==> src/pkg/elk_pkg.sv <==
// shared constants and types of the egress lookup key builder
// ----------------------------------------
// How it works
// - edit ethernet frames with up to three tags
// - mpls: three tags, three labels, one word
// - identify frames by popped words and type
// - up to 60 bytes inserted if header stripped and no words popped
// - preamble takes 8 of those bytes
// - hardware clears ram init when done
// - one lookup per copy when enabled
// - cpu extraction frames: no edit, no lookup
// - lookup disabled: ignore all lookup actions
// - vid key on three conditions
// - service key only otherwise and enabled
// - key type bit: 0 service, 1 vid
// - egress port from per-port logical map
// - protection bit copied from header
// - switch instance: index, 0, or 0x3ff
// - class of service gated by port enable
// - colour from drop precedence map
// - service frame when index nonzero, enabled
// - service index field, service key only
// - vid field: vid, router leg or index
// - default action chosen by logical port
// ----------------------------------------
`default_nettype none
package elk_pkg;
	localparam logic [7:0] ADDR_LU_CTRL = 8'h00; // lookup control
	localparam logic [7:0] ADDR_RAM_CTRL = 8'h04; // ram init control
	localparam logic [7:0] ADDR_DROP_PRECEDENCE_MAP = 8'h08; // colour map
	localparam logic [7:0] ADDR_STATS = 8'h0C; // frame counters
	localparam logic [7:0] ADDR_PORT_BASE = 8'h40; // per-port table
	localparam int NUM_PORTS = 16; // config ports
	localparam int LU_ENA_BIT = 0;
	localparam int RLEG_BIT = 1;
	localparam int RTFWD_BIT = 2;
	localparam int CONFIG_RAM_ENABLE_BIT = 0;
	localparam int RAM_INIT_BIT = 1;
	localparam int PORT_SVC_BIT = 4;
	localparam logic [9:0] VSI_ROUTED = 10'h3FF; // routing marker
	localparam logic [2:0] MAX_TAGS = 3'h3;
	localparam logic [2:0] MAX_LABELS = 3'h3;
	localparam logic [6:0] PUSH_MAX_BYTES = 7'h3C; // 60
	localparam logic [6:0] PREAMBLE_BYTES = 7'h08; // 8
	localparam logic [3:0] DROP_PRECEDENCE_MAP_RST = 4'hC; // dp 2,3 yellow
	// destination forwarding modes
	typedef enum logic [1:0] {
		ELK_BRIDGE = 2'h0,
		ELK_UC_ROUTE = 2'h1,
		ELK_MC_ROUTE = 2'h2,
		ELK_OTHER = 2'h3
	} elk_destination_forward_mode_t;
	// internal frame header fields seen by the block
	typedef struct packed {
		logic [3:0] cfg_port;
		logic cpu_dst;
		elk_destination_forward_mode_t destination_forward_mode;
		logic routed_forward_flag;
		logic service_key_enable;
		logic protection_flag;
		logic [11:0] generic_index;
		logic generic_index_mode;
		logic [2:0] class_of_service_id;
		logic [1:0] drop_prec;
		logic [8:0] ingress_service_index;
		logic [11:0] vid;
		logic [11:0] egress_router_leg;
		logic [5:0] popped_word_count;
		logic [2:0] post_strip_frame_type;
		logic header_stripped;
		logic [2:0] vlan_tags;
		logic [2:0] mpls_labels;
		logic has_cw;
		logic inner_eth;
		logic [2:0] inner_tags;
	} elk_hdr_t;
	// lookup key
	typedef struct packed {
		logic key_type_field;
		logic [3:0] egress_port_field;
		logic protection_flag;
		logic [9:0] virtual_switch_instance;
		logic [2:0] class_of_service_id;
		logic color;
		logic service_frame_flag;
		logic [8:0] ingress_service_index;
		logic [11:0] vid;
	} elk_key_t;
	// per-copy descriptor towards match engine and action stage
	typedef struct packed {
		elk_key_t key;
		logic lookup_req;
		logic actions_enable;
		logic edit_allowed;
		logic [3:0] default_action_idx;
		logic [6:0] push_budget;
		logic [5:0] popped_word_count;
		logic [2:0] post_strip_frame_type;
	} elk_desc_t;
endpackage : elk_pkg
`default_nettype wire

==> src/core/elk_top.sv <==
// egress lookup key builder with apb register file
//
// The register addresses and register access over APB were chosen for this implementation.
`default_nettype none
module elk_top (
	input wire logic clk,
	input wire logic rst,
	input wire logic psel,
	input wire logic penable,
	input wire logic pwrite,
	input wire logic [7:0] paddr,
	input wire logic [31:0] pwdata,
	output logic pready,
	output logic [31:0] prdata,
	output logic pslverr,
	input wire logic hdr_valid,
	input wire elk_pkg::elk_hdr_t hdr,
	output logic hdr_ready,
	output logic desc_valid,
	output elk_pkg::elk_desc_t desc,
	input wire logic desc_ready
);
	import elk_pkg::*;

	// ----------------------------------------
	// register state
	// ----------------------------------------
	logic lu_ena; // global lookup enable
	logic rleg_mode; // router_leg_key_mode
	logic rtfwd_mode; // routed_forward_key_mode
	logic config_ram_enable; // config_ram_enable
	logic ram_init; // init in progress
	logic [3:0] drop_precedence_map; // drop_precedence_map
	logic [3:0] lport [NUM_PORTS]; // logical_port_map
	logic svc_en [NUM_PORTS]; // port_service_index_enable
	logic [15:0] frame_cnt; // copies handled
	logic [15:0] lookup_cnt; // lookups issued
	logic [3:0] init_idx; // init walk pointer

	// ----------------------------------------
	// apb decode
	// ----------------------------------------
	logic acc; // access phase, first cycle
	logic wr; // write takes effect
	logic port_hit; // address in port table
	logic [3:0] port_sel; // port table index
	logic mapped; // address is decoded

	assign acc = psel & penable & ~pready;
	assign wr = acc & pwrite;
	assign port_hit = (paddr[7:6] == ADDR_PORT_BASE[7:6]) && (paddr[1:0] == 2'h0);
	assign port_sel = paddr[5:2];
	assign mapped = port_hit || paddr == ADDR_LU_CTRL || paddr == ADDR_RAM_CTRL
		|| paddr == ADDR_DROP_PRECEDENCE_MAP || paddr == ADDR_STATS;

	// ready one cycle into access, drop after
	always_ff @(posedge clk) begin
		if (rst) begin
			pready <= 1'b0;
		end else begin
			pready <= acc;
		end
	end

	// read data and error registered with ready
	always_ff @(posedge clk) begin
		if (rst) begin
			prdata <= 32'h0000_0000;
			pslverr <= 1'b0;
		end else if (acc) begin
			pslverr <= ~mapped;
			prdata <= 32'h0000_0000;
			if (!pwrite) begin
				if (port_hit) begin
					prdata <= {27'h0, svc_en[port_sel], lport[port_sel]};
				end else if (paddr == ADDR_LU_CTRL) begin
					prdata <= {29'h0, rtfwd_mode, rleg_mode, lu_ena};
				end else if (paddr == ADDR_RAM_CTRL) begin
					prdata <= {30'h0, ram_init, config_ram_enable};
				end else if (paddr == ADDR_DROP_PRECEDENCE_MAP) begin
					prdata <= {28'h0, drop_precedence_map};
				end else if (paddr == ADDR_STATS) begin
					prdata <= {lookup_cnt, frame_cnt};
				end
			end
		end
	end

	// lookup control register
	always_ff @(posedge clk) begin
		if (rst) begin
			lu_ena <= 1'b0;
			rleg_mode <= 1'b0;
			rtfwd_mode <= 1'b0;
		end else if (wr && paddr == ADDR_LU_CTRL) begin
			lu_ena <= pwdata[LU_ENA_BIT];
			rleg_mode <= pwdata[RLEG_BIT];
			rtfwd_mode <= pwdata[RTFWD_BIT];
		end
	end

	// colour map register
	always_ff @(posedge clk) begin
		if (rst) begin
			drop_precedence_map <= DROP_PRECEDENCE_MAP_RST;
		end else if (wr && paddr == ADDR_DROP_PRECEDENCE_MAP) begin
			drop_precedence_map <= pwdata[3:0];
		end
	end

	// ----------------------------------------
	// ram enable and initialisation
	// ----------------------------------------
	logic init_done; // last entry written
	logic init_set; // software start
	assign init_done = ram_init && config_ram_enable && init_idx == 4'(NUM_PORTS - 1);
	assign init_set = wr && paddr == ADDR_RAM_CTRL && pwdata[RAM_INIT_BIT];

	// enable bit; init only runs while enabled
	always_ff @(posedge clk) begin
		if (rst) begin
			config_ram_enable <= 1'b0;
		end else if (wr && paddr == ADDR_RAM_CTRL) begin
			config_ram_enable <= pwdata[CONFIG_RAM_ENABLE_BIT];
		end
	end

	// init flag: software sets, hardware clears, set wins
	always_ff @(posedge clk) begin
		if (rst) begin
			ram_init <= 1'b0;
		end else if (init_set) begin
			ram_init <= 1'b1;
		end else if (init_done) begin
			ram_init <= 1'b0;
		end
	end

	// walk pointer over the port table
	always_ff @(posedge clk) begin
		if (rst) begin
			init_idx <= 4'h0;
		end else if (init_set || init_done) begin
			init_idx <= 4'h0;
		end else if (ram_init && config_ram_enable) begin
			init_idx <= init_idx + 4'h1;
		end
	end

	// per-port table: identity map after init
	generate
		for (genvar p = 0; p < NUM_PORTS; p++) begin : g_port
			always_ff @(posedge clk) begin
				if (rst) begin
					lport[p] <= 4'(p);
					svc_en[p] <= 1'b0;
				end else if (ram_init && config_ram_enable && init_idx == 4'(p)) begin
					lport[p] <= 4'(p);
					svc_en[p] <= 1'b0;
				end else if (wr && port_hit && port_sel == 4'(p)) begin
					lport[p] <= pwdata[3:0];
					svc_en[p] <= pwdata[PORT_SVC_BIT];
				end
			end
		end
	endgenerate

	// ----------------------------------------
	// key assembly
	// ----------------------------------------
	logic routed_rleg; // router-leg routing case
	logic routed_fwd; // routed-forward case
	logic use_vid; // vid key chosen
	logic do_lookup; // lookup for this copy
	logic psvc; // port service enable
	logic fmt_ok; // frame format editable
	logic no_pop; // only header stripped
	elk_desc_t next_desc; // descriptor to register

	assign psvc = svc_en[hdr.cfg_port];
	assign routed_rleg = rleg_mode
		&& (hdr.destination_forward_mode == ELK_UC_ROUTE || hdr.destination_forward_mode == ELK_MC_ROUTE);
	assign routed_fwd = rtfwd_mode && hdr.routed_forward_flag;
	assign use_vid = ~hdr.service_key_enable | routed_rleg | routed_fwd;
	assign do_lookup = lu_ena && !hdr.cpu_dst;
	assign no_pop = hdr.header_stripped && hdr.popped_word_count == 6'h00;

	// supported stack depths
	always_comb begin
		fmt_ok = hdr.vlan_tags <= MAX_TAGS;
		if (hdr.mpls_labels != 3'h0) begin
			fmt_ok = fmt_ok && hdr.mpls_labels <= MAX_LABELS;
			if (hdr.inner_eth) begin
				fmt_ok = fmt_ok && hdr.inner_tags <= MAX_TAGS;
			end
		end
	end

	// build the key and descriptor
	always_comb begin
		next_desc = '0;
		next_desc.key.key_type_field = use_vid;
		next_desc.key.egress_port_field = lport[hdr.cfg_port];
		next_desc.key.protection_flag = hdr.protection_flag;
		if (routed_rleg || routed_fwd) begin
			next_desc.key.virtual_switch_instance = VSI_ROUTED;
		end else if (hdr.generic_index_mode) begin
			next_desc.key.virtual_switch_instance = hdr.generic_index[9:0];
		end
		next_desc.key.class_of_service_id = psvc ? hdr.class_of_service_id : 3'h0;
		next_desc.key.color = drop_precedence_map[hdr.drop_prec];
		next_desc.key.service_frame_flag = psvc && hdr.ingress_service_index != 9'h000;
		if (!use_vid && psvc) begin
			next_desc.key.ingress_service_index = hdr.ingress_service_index;
		end
		if (use_vid) begin
			if (routed_rleg) begin
				next_desc.key.vid = hdr.egress_router_leg;
			end else if (routed_fwd) begin
				next_desc.key.vid = hdr.generic_index;
			end else begin
				next_desc.key.vid = hdr.vid;
			end
		end
		next_desc.lookup_req = do_lookup;
		next_desc.actions_enable = do_lookup;
		next_desc.edit_allowed = fmt_ok && !hdr.cpu_dst;
		next_desc.default_action_idx = lport[hdr.cfg_port];
		if (no_pop && !hdr.cpu_dst) begin
			next_desc.push_budget = PUSH_MAX_BYTES - PREAMBLE_BYTES;
		end
		next_desc.popped_word_count = hdr.popped_word_count;
		next_desc.post_strip_frame_type = hdr.post_strip_frame_type;
	end

	// ----------------------------------------
	// output handshake
	// ----------------------------------------
	logic take; // header accepted
	logic next_valid; // output slot full next
	assign take = hdr_valid && hdr_ready;
	assign next_valid = take || (desc_valid && !desc_ready);

	// descriptor slot held until accepted
	always_ff @(posedge clk) begin
		if (rst) begin
			desc_valid <= 1'b0;
			desc <= '0;
		end else begin
			desc_valid <= next_valid;
			if (take) begin
				desc <= next_desc;
			end
		end
	end

	// accept only into an empty slot, not during init
	always_ff @(posedge clk) begin
		if (rst) begin
			hdr_ready <= 1'b0;
		end else begin
			hdr_ready <= !next_valid && !(ram_init && !init_done) && !init_set;
		end
	end

	// counters, wrap around
	always_ff @(posedge clk) begin
		if (rst) begin
			frame_cnt <= 16'h0000;
			lookup_cnt <= 16'h0000;
		end else if (take) begin
			frame_cnt <= frame_cnt + 16'h0001;
			if (do_lookup) begin
				lookup_cnt <= lookup_cnt + 16'h0001;
			end
		end
	end
endmodule : elk_top
`default_nettype wire

==> config.mk <==
export PLATFORM = sky130hd
export DESIGN_NAME = elk_top
export DESIGN_NICKNAME = d
export VERILOG_FILES = /design/src/pkg/elk_pkg.sv /design/src/core/elk_top.sv
export SDC_FILE = /design/constraint.sdc
export NUM_CORES = 1
export LEC_CHECK = 0
export ABC_AREA = 1
export BUFFER_PORTS_ARGS = -buffer_cell sky130_fd_sc_hd__buf_2
export CORE_MARGIN = 3
export CORE_UTILIZATION = 25
export DETAILED_ROUTE_END_ITERATION = 8
export PLACE_DENSITY = 0.5
export SYNTH_ARGS = -nofsm -noshare
export SYNTH_HDL_FRONTEND = slang
export SYNTH_SLANG_ARGS = --single-unit
==> constraint.sdc <==
create_clock -name clk -period 2.1 [get_ports clk]
set_input_delay 0.42 -clock clk [delete_from_list [all_inputs] [get_ports clk]]
set_output_delay 0.42 -clock clk [all_outputs]
set_load 0.02 [all_outputs]
==> results of run 1 <==
## sequential cells by signal, indices dropped and copies added (netlist names), 4 cells and up
name / cells
drop_precedence_map: 4
desc: 54
lookup_cnt: 16
init_idx: 4
lport: 64
svc_en: 16
prdata: 32
frame_cnt: 16
## cell usage in the layout (no fill, tap or decap), drive strengths merged
cell / netlist / final
conb: 1 / 4
nor3: 14 / 14
nand3b: 1 / 1
clkinv: 9 / 18
clkinvlp: 0 / 2
nor4: 1 / 1
o22ai: 4 / 4
a211oi: 1 / 1
buf: 37 / 275
xnor2: 1 / 1
o221ai: 5 / 5
mux2i: 1 / 1
inv: 151 / 152
nor2: 243 / 243
edfxtp: 80 / 80
a21oi: 145 / 145
dfxtp: 135 / 135
xor2: 2 / 2
nand3: 81 / 81
o211ai: 27 / 27
clkbuf: 42 / 35
ha: 6 / 6
nor3b: 4 / 4
o21bai: 5 / 5
nand4: 11 / 11
a31oi: 3 / 3
bufinv: 0 / 2
o21a: 2 / 2
o21ai: 122 / 122
nand2: 318 / 318
## cells by family after synthesis
logic type	Yosys count
simple gates	673
compound gates	314
buf+inv	239
flops	215
fa+ha+maj	6
xor+xnor	3
other cells	1
mux	1
## final cells by class
cell class,count,area [µm²]
fillers,4503,28500
flip-flops and latches,215,5100
multi-input cells,1001,4610
repair buffers,275,1620
clock buffers,35,798
well taps,539,674
inverters,160,601
clock inverters,14,125
## worst max-delay path by stage
stage	end	cells after the start
global route	lport[5][0]	7
finish	lport[5][0]	9
floorplan	lport[10][0]	6
CTS	lport[12][0]	6
global placement	lport[5][1]	11
detailed placement	lport[5][3]	11
## power by group
part           switching [mW]  internal, mW
registers              0.0557          4.42
clock network            1.81          2.91
logic                   0.696         0.334
## through the flow
step | TNS, ns | instances | cell area (µm²) | utilization
floorplan | 0 | 1455 | 10700 | -
global placement | -0.572 | 2190 | 12600 | 0.300
detailed placement | -1.16 | 2190 | 12600 | 0.300
CTS | 0 | 2239 | 13500 | 0.322
global route | 0 | 2239 | 13500 | 0.322
finish | 0 | 2239 | 13500 | 0.322
## worst max-delay path, stage by stage, from the launching register on
cell and delay (ns):
dfxtp_1 0.31, nor2_1 0.10, buf_4 0.14, inv_2 0.04, nor3_2 0.26, buf_4 0.17, nand2_1 0.06, inv_1 0.20
nand3_1 0.21, nand2_2 0.18
## what timing repair did
item	CTS	global route
hold buffers	0	0
buffers inserted	0	0
gates resized for setup	0	2
setup endpoints to repair	0	10
## metal layers
| layer | wire (µm) | GRT usage |
|---|---|---|
| met1 | 16700 | 0.216 |
| met2 | 16300 | 0.247 |
| met3 | 1900 | 0.0212 |
| met4 | 814 | 0.0390 |
| met5 | 7 | 0 |
==> metrics.cfg, run 1 <==
[run_status]
status=finished, final reports clean

[detailed_routing]
drt-vias-per-instance=4.65
drt_wl_total_mm=35.8
post_drt_wl_per_cell_um=16.0
drc=0
postRouteAntennaNets=0
drtPass1Iterations=7
vias=10400
drt_iter0_markers=788

[yosys]
async_reset_ff_frac=0
synthXorXnorAreaFrac=0.00246
ys.flop_type=dfxtp_1
synth_top_area_cell=dfxtp_1
synthSimpleGateAreaFrac=0.261
seq_area_frac_synth=0.478
synth_top_family_by_area=simple AND/OR/NAND/NOR gates
synthCells=1452
yosys.area_share.adder=0.00703
netlist.area_leader.share=0.253
synth.area.mux_share=0.000937
synth_compound_area_frac=0.158
ys_top_cells_by_count=nand2_1, nor2_1, a21oi_1
synth_cell_type_count=40
synth_area_leaders=dfxtp_1, edfxtp_1, nand2_1
synth_edf_count=80
postSynthAreaPerCell_um2=7.36
yosysWarnings=0
synthesis.area_um2=10700
ys_ff_latch=215
synth_most_common_cell=nand2_1

[timing]
drv_slew=0
fin_crit_ns=1.96
finalCritPeriodShare=0.935
fin_ws_ns=0.137
tightest_slew_ns=0.904
holdWs_ns=0.136
fmax_mhz=509
rsz0062_at_grt=no
relSlewSlack=0.397
worst_clock_skew_ns=0.0107
final-setup-viol-count=0
finalHoldViolCount=0

[global_routing]
grt_max_degree=77
overflow=0
grt_pass1_wl_mm=55.0
grt_pass1_vias=9848
antenna_found_initial=1
grt.total_usage=0.153

[cts]
path_clk_slew_ns=0.06
cts-buffers-inserted=27
cts_tree=built
clock-sinks=215
clockBufferDepth=3
htreeDepth=1
root_buffer=clkbuf_16
insertion_delay_ns=0.53

[die]
core_area_um2=42000
rows=75
io_pins=230
initial_core_util=0.254
die_y_um=213
die-area_um2=45200
dieWidth_um=213

[place]
dp_hpwl_mm=26.4
gp_congestion=0.904
io_buffers=193
pre_cts_ws_ns=-0.114

[power_and_ir_drop]
finalPower_mw=10.2
p_leak_nw=5.97
vdd_ir_drop_max_v=0.000591
powerDensity_nw_per_um2=756

[final_layout]
drive_above_1_share=0.208
area_delta_synth_final_pct=26.7
antenna_cells=0
nets=1815

[worst_setup_path]
startpoint=pready
required_ns=2.33
cp-end-kind=register
r2r_start=pready
worstPathMaxFanout=5
timing.rr.end=lport[5][0]
reg2reg_depth=9
cp.arrival_ns=2.19
rrSetupSlack_ns=0.14
worstSetupPathType=reg2reg
cp-start-kind=register

[hold_path]
holdPathStages=3
hp-start=hdr[57]
holdPathEnd=desc[47]
min_path_type=in2reg

[job]
maxCapViolations=0

Power figures use the tool's default switching activity.
==> run 2, diff against run 1 <==
Settings changed: PLACE_DENSITY 0.5 to 0.51.
Clock period 2.1 ns to 1.8 ns, I/O delays scaled along.
==> run 2 against run 1 <==
Effect of this change:
- critical path depth decreased by 3
- clock power grew 2%
- total power rose by 11%
- fmax increased by 15%
- utilization increased by 1.0 points
- die area unchanged
- combinational power up 25%
- global-route usage is 0.17 points higher
- sequential share of layout area down 1.1 points
- non-clock buffer count rose by 53
- first-iteration DRC count increased by 2.7%
- register-to-register slack worse by 0.05 ns
==> metrics.cfg, run 2 (synthesis results as in run 1) <==
[die]
die_y_um=213
core_area_um2=42000
die-area_um2=45200
dieWidth_um=213
rows=75
initial_core_util=0.254
io_pins=230

[place]
io_buffers=193
gp_congestion=0.907
dp_hpwl_mm=27.8
postPlaceCellArea_um2=13000
dp.cells=2238

[detailed_routing]
drt_iter0_markers=809
drt_wl_total_mm=36.7
drtPass1Iterations=6
drc=0
post_drt_wl_per_cell_um=16.0
postRouteAntennaNets=0
vias=10500
drt-vias-per-instance=4.60

[worst_setup_path]
cp-start-kind=register
cp.arrival_ns=1.94
path_cells=inv_1 > ha_1 > buf_4 > a31oi_2 > nand3_1 > nand2_2
worstSetupPathType=reg2reg
slowest_stage=dfxtp_1
reg2reg_depth=6
required_ns=2.03
cp-end-kind=register
worstPathMaxFanout=5
max_stage_delay_ns=0.33

[timing]
finalHoldViolCount=0
rsz0062_at_grt=no
tns_ns=0
tightest_slew_ns=0.622
fmax_mhz=585
finalCritPeriodShare=0.950
drv_slew=0
relSlewSlack=0.583
final-setup-viol-count=0
fin_crit_ns=1.71
worst_clock_skew_ns=0.0125

[global_routing]
grt_pass1_wl_mm=55.4
overflow=0
grt.total_usage=0.155
antenna_found_initial=0
grt_max_degree=77
grt_pass1_vias=9926

[cts]
cts_tree=built
clock-sinks=215
cts-buffers-inserted=25
insertion_delay_ns=0.52
path_clk_slew_ns=0.06
clockBufferDepth=3
root_buffer=clkbuf_16
htreeDepth=1

[hold_path]
holdPathStages=3
min_path_type=in2reg

[final_layout]
final_common_cell=nand2_1
fin_cells=2287
most-common-layout-cells=nand2_1, nor2_1, buf_2, a21oi_1, dfxtp_1
final_cell_area_um2=14000
antenna_cells=0
num-fill-cells=4489
reg_top3=lport: 64 flops, desc: 54 flops, prdata: 32 flops
largest_reg_flops=64
regMostFlops=lport
drive_above_1_share=0.243
nets=1866
area_delta_synth_final_pct=30.6

[job]
maxCapViolations=0

[power_and_ir_drop]
p_leak_nw=6.22
powerDensity_nw_per_um2=812
vdd_ir_drop_max_v=0.000748
finalPower_mw=11.3

[run_status]
status=finished, final reports clean

run 2: changes by cell type in the layout (fill, tap and decap cells not counted), moves of 4 or more:
cell	delta
nor2_1	-4
nand2_2	+7
nand2_1	-7
clkinv_1	-5
buf_4	+45
buf_12	+5
run 2: critical path: cells and delay by family (launching register included):
family | cells | cell delay, ns
and+or+nand+nor | 2 | 0.36
DFF | 1 | 0.33
adders and majority gates | 1 | 0.26
AOI/OAI and AO/OA | 1 | 0.25
buffers and inverters | 2 | 0.23
run 2: routing by layer:
layer	GRT usage	wire, µm	vias to the layer above
met5	0	0	-
met3	0.0222	2200	57
met4	0.0388	877	0
met2	0.248	16600	315
li1	-	-	5297
met1	0.219	17000	4846
run 2: path summary, 6_finish.rpt:
kind,startpoint,endpoint,slack (ns)
max,init_idx[0],lport[12][2],0.09
max reg2reg,init_idx[0],lport[12][2],0.09
min,hdr[57],desc[47],0.09
min reg2reg,prdata[9],prdata[9],0.46
run 2: per-stage QoR:
| stage | utilization | hold slack (ns) | worst slack, ns |
|---|---|---|---|
| after floorplan | - | 0.438 | 0.0162 |
| after global placement | 0.309 | 0.450 | -0.261 |
| after detailed placement | 0.309 | 0.453 | -0.252 |
| after CTS | 0.328 | 0.0658 | 0.0127 |
| after global routing | 0.332 | 0.0947 | 0.00230 |
| final | 0.332 | 0.0869 | 0.0902 |
run 2: report_power, final:
group	switching (mW)	internal [mW]	total, mW
Clock	2.03	2.79	4.82
Combinational	0.833	0.460	1.29
Sequential	0.0700	5.15	5.22
run 2: layout make-up:
cell class / count / area, µm² / area share
multi-input combinational: 1001 / 4680 / 0.335
tap: 539 / 674 / 0.0483
sequential: 215 / 5100 / 0.366
clock buffer: 35 / 723 / 0.0518
timing repair buffer: 328 / 2120 / 0.152
inverter: 160 / 601 / 0.0430
clock inverter: 9 / 51.3 / 0.00368
run 2: what timing repair did:
action | CTS | global route
buffers inserted | 0 | 3
gates resized for setup | 5 | 24
cloned | 0 | 2
hold buffers | 0 | 0
pin swaps | 0 | 5
endpoints found under the setup margin | 23 | 148
==> run 3, diff against run 2 <==
==> constraint.sdc (replaced) <==
create_clock -name clk -period 1.8 [get_ports clk]
set_input_delay 0.09 -clock clk [delete_from_list [all_inputs] [get_ports clk]]
set_output_delay 0.09 -clock clk [all_outputs]
set_load 0.02 [all_outputs]
==> run 3 against run 2 <==
Effect of this change:
- clock skew shrank 0.0037 ns
- worst setup slack lost 0.022 ns
- cell count grew 1.0%
- critical endpoint is now lport[3][1]
- combinational power grew 5%
- sequential share of layout area shrank 0.89 points
- flip-flop and latch count is the same
- register-to-register slack lost 0.02 ns
==> metrics.cfg, run 3 (synthesis results as in run 1) <==
[timing]
rsz0062_at_grt=yes
fin_crit_ns=1.73
finalHoldViolCount=0
drv_slew=0
tightest_slew_ns=0.914
worst_clock_skew_ns=0.00879
finalCritPeriodShare=0.962
fmax_mhz=577
final-setup-viol-count=0
relSlewSlack=0.391
fin_ws_ns=0.0681

[power_and_ir_drop]
seqPwrFrac=0.445
swShare=0.255
p_switching_mw=2.99
internal_power_mw=8.75
p_leak_nw=6.29
p_comb_frac=0.116
pwr-share-clk=0.439
vdd_ir_drop_max_v=0.000562
powerDensity_nw_per_um2=820

[die]
rows=75
dieWidth_um=213
die-area_um2=45200
initial_core_util=0.254
core_area_um2=42000
die_y_um=213
io_pins=230

[final_layout]
antenna_cells=0
nets=1887
post-route-util=0.341
drive_above_1_share=0.219
largest_reg_flops=64
multiInputGateArea_um2=4690
regMostFlops=lport
final_common_cell=nand2_1
num-fill-cells=4526
most-common-layout-cells=nand2_1, nor2_1, buf_2, a21oi_1, inv_1
seqCellArea_um2=5110
reg_top3=lport: 64 flops, desc: 54 flops, prdata: 32 flops
area_delta_synth_final_pct=34.0

[detailed_routing]
post_drt_wl_per_cell_um=16.3
drt_wl_total_mm=37.7
drt_iter0_markers=797
drt-vias-per-instance=4.66
vias=10800
drc=0
drtPass1Iterations=7
postRouteAntennaNets=0

[cts]
insertion_delay_ns=0.53
path_clk_slew_ns=0.06
clock-sinks=215
post-cts-setup-buffer-count=0
root_buffer=clkbuf_16
htreeDepth=1
clockBufferDepth=3
cts_tree=built
cts-buffers-inserted=26

[worst_setup_path]
timing.rr.end=lport[3][1]
crit_top_cell=buf_4
required_ns=2.04
max_stage_delay_ns=0.31
reg2reg_depth=7
slowest_stage=dfxtp_1
worstSetupPathType=reg2reg
cp.arrival_ns=1.97
rrSetupSlack_ns=0.07
path_cells=nor2_2 > inv_2 > nor3_4 > nand2_1 > buf_4 > o21ai_0 > buf_4
r2r_start=pready
cp-start-kind=register
worstPathMaxFanout=5
cp-end-kind=register

[global_routing]
antenna_found_initial=0
grt.total_usage=0.159
overflow=0
grt_max_degree=77
grt_pass1_wl_mm=57.4
grt_pass1_vias=10200

[hold_path]
min_path_type=in2reg
holdPathStages=5
hp-start=hdr[42]
holdPathEnd=desc[32]

[place]
pre_cts_ws_ns=-0.0918
io_buffers=193
dp_hpwl_mm=27.1
gp_congestion=0.920

[job]
maxCapViolations=0

[run_status]
status=finished, final reports clean

run 3: cell count changes in the layout (fill, tap and decap cells not counted), moves of 2 or more:
cell           before  now
inv_2              17   15
dfxtp_1           135  132
nor2_4              5    7
dlygate4sd3_1       0   59
dfxtp_2             0    3
inv_4               2    0
clkbuf_16          27   29
nor2_1            230  228
buf_4             125   90
buf_12              8    5
clkinv_2            6    2
clkbuf_1            4    8
run 3: worst max-delay path: cells and delay by family, from the launching register on:
| family | cells | cell delay [ns] |
|---|---|---|
| AOI/OAI and AO/OA | 1 | 0.25 |
| buffers and inverters | 3 | 0.44 |
| DFF | 1 | 0.31 |
| and+or+nand+nor | 3 | 0.45 |
run 3: worst max path at each step:
stage / start / to / cells past startpoint
floorplan: pready / lport[10][0] / 5
global placement: pready / lport[13][2] / 8
detailed placement: pready / lport[5][1] / 8
CTS: hdr_ready / desc[13] / 7
global route: config_ram_enable / lport[11][0] / 8
finish: pready / lport[3][1] / 7
run 3: stage by stage:
step / cell area, µm² / power (mW) / instances / hold slack [ns] / TNS [ns]
after CTS: 14200 / 11.9 / 2309 / 0.000523 / 0
after detailed placement: 12700 / 6.56 / 2203 / 0.349 / -1.63
final: 14300 / 11.7 / 2310 / 0.0193 / 0
after global routing: 14300 / 12.2 / 2310 / 0.0469 / -0.0286
after floorplan: 10700 / 5.99 / 1455 / 0.231 / 0
after global placement: 12700 / 6.55 / 2203 / 0.342 / -1.47
run 3: layout make-up:
type	instances	share of cell area
Multi-Input combinational cell	1001	0.328
Clock inverter	5	0.00306
Inverter	160	0.0420
Tap cell	539	0.0471
Timing Repair Buffer	348	0.166
Clock buffer	42	0.0568
Sequential cell	215	0.357
run 3: layer usage:
layer | GRT usage | share of wire | wire (µm) | vias to the layer above
met5 | 0 | 0 | 0 | -
met4 | 0.0349 | 0.019 | 708 | 0
met3 | 0.0197 | 0.050 | 1860 | 53
met2 | 0.259 | 0.46 | 17500 | 315
met1 | 0.227 | 0.47 | 17600 | 5059
li1 | - | - | - | 5337
run 3: what timing repair did:
action | in CTS | in global routing
endpoints found under the setup margin | 50 | 99
pin swaps | 0 | 2
cloned | 0 | 1
resized for setup | 6 | 27
hold endpoints to repair | 55 | 0
hold buffers | 59 | 0
run 3: power by group through the flow:
stage	Clock (mW)	Combinational, mW	Sequential [mW]
global placement	0	1.23	5.32
floorplan	0	0.599	5.39
detailed placement	0	1.23	5.32
finish	5.15	1.36	5.22
global route	5.47	1.48	5.23
CTS	5.30	1.33	5.22
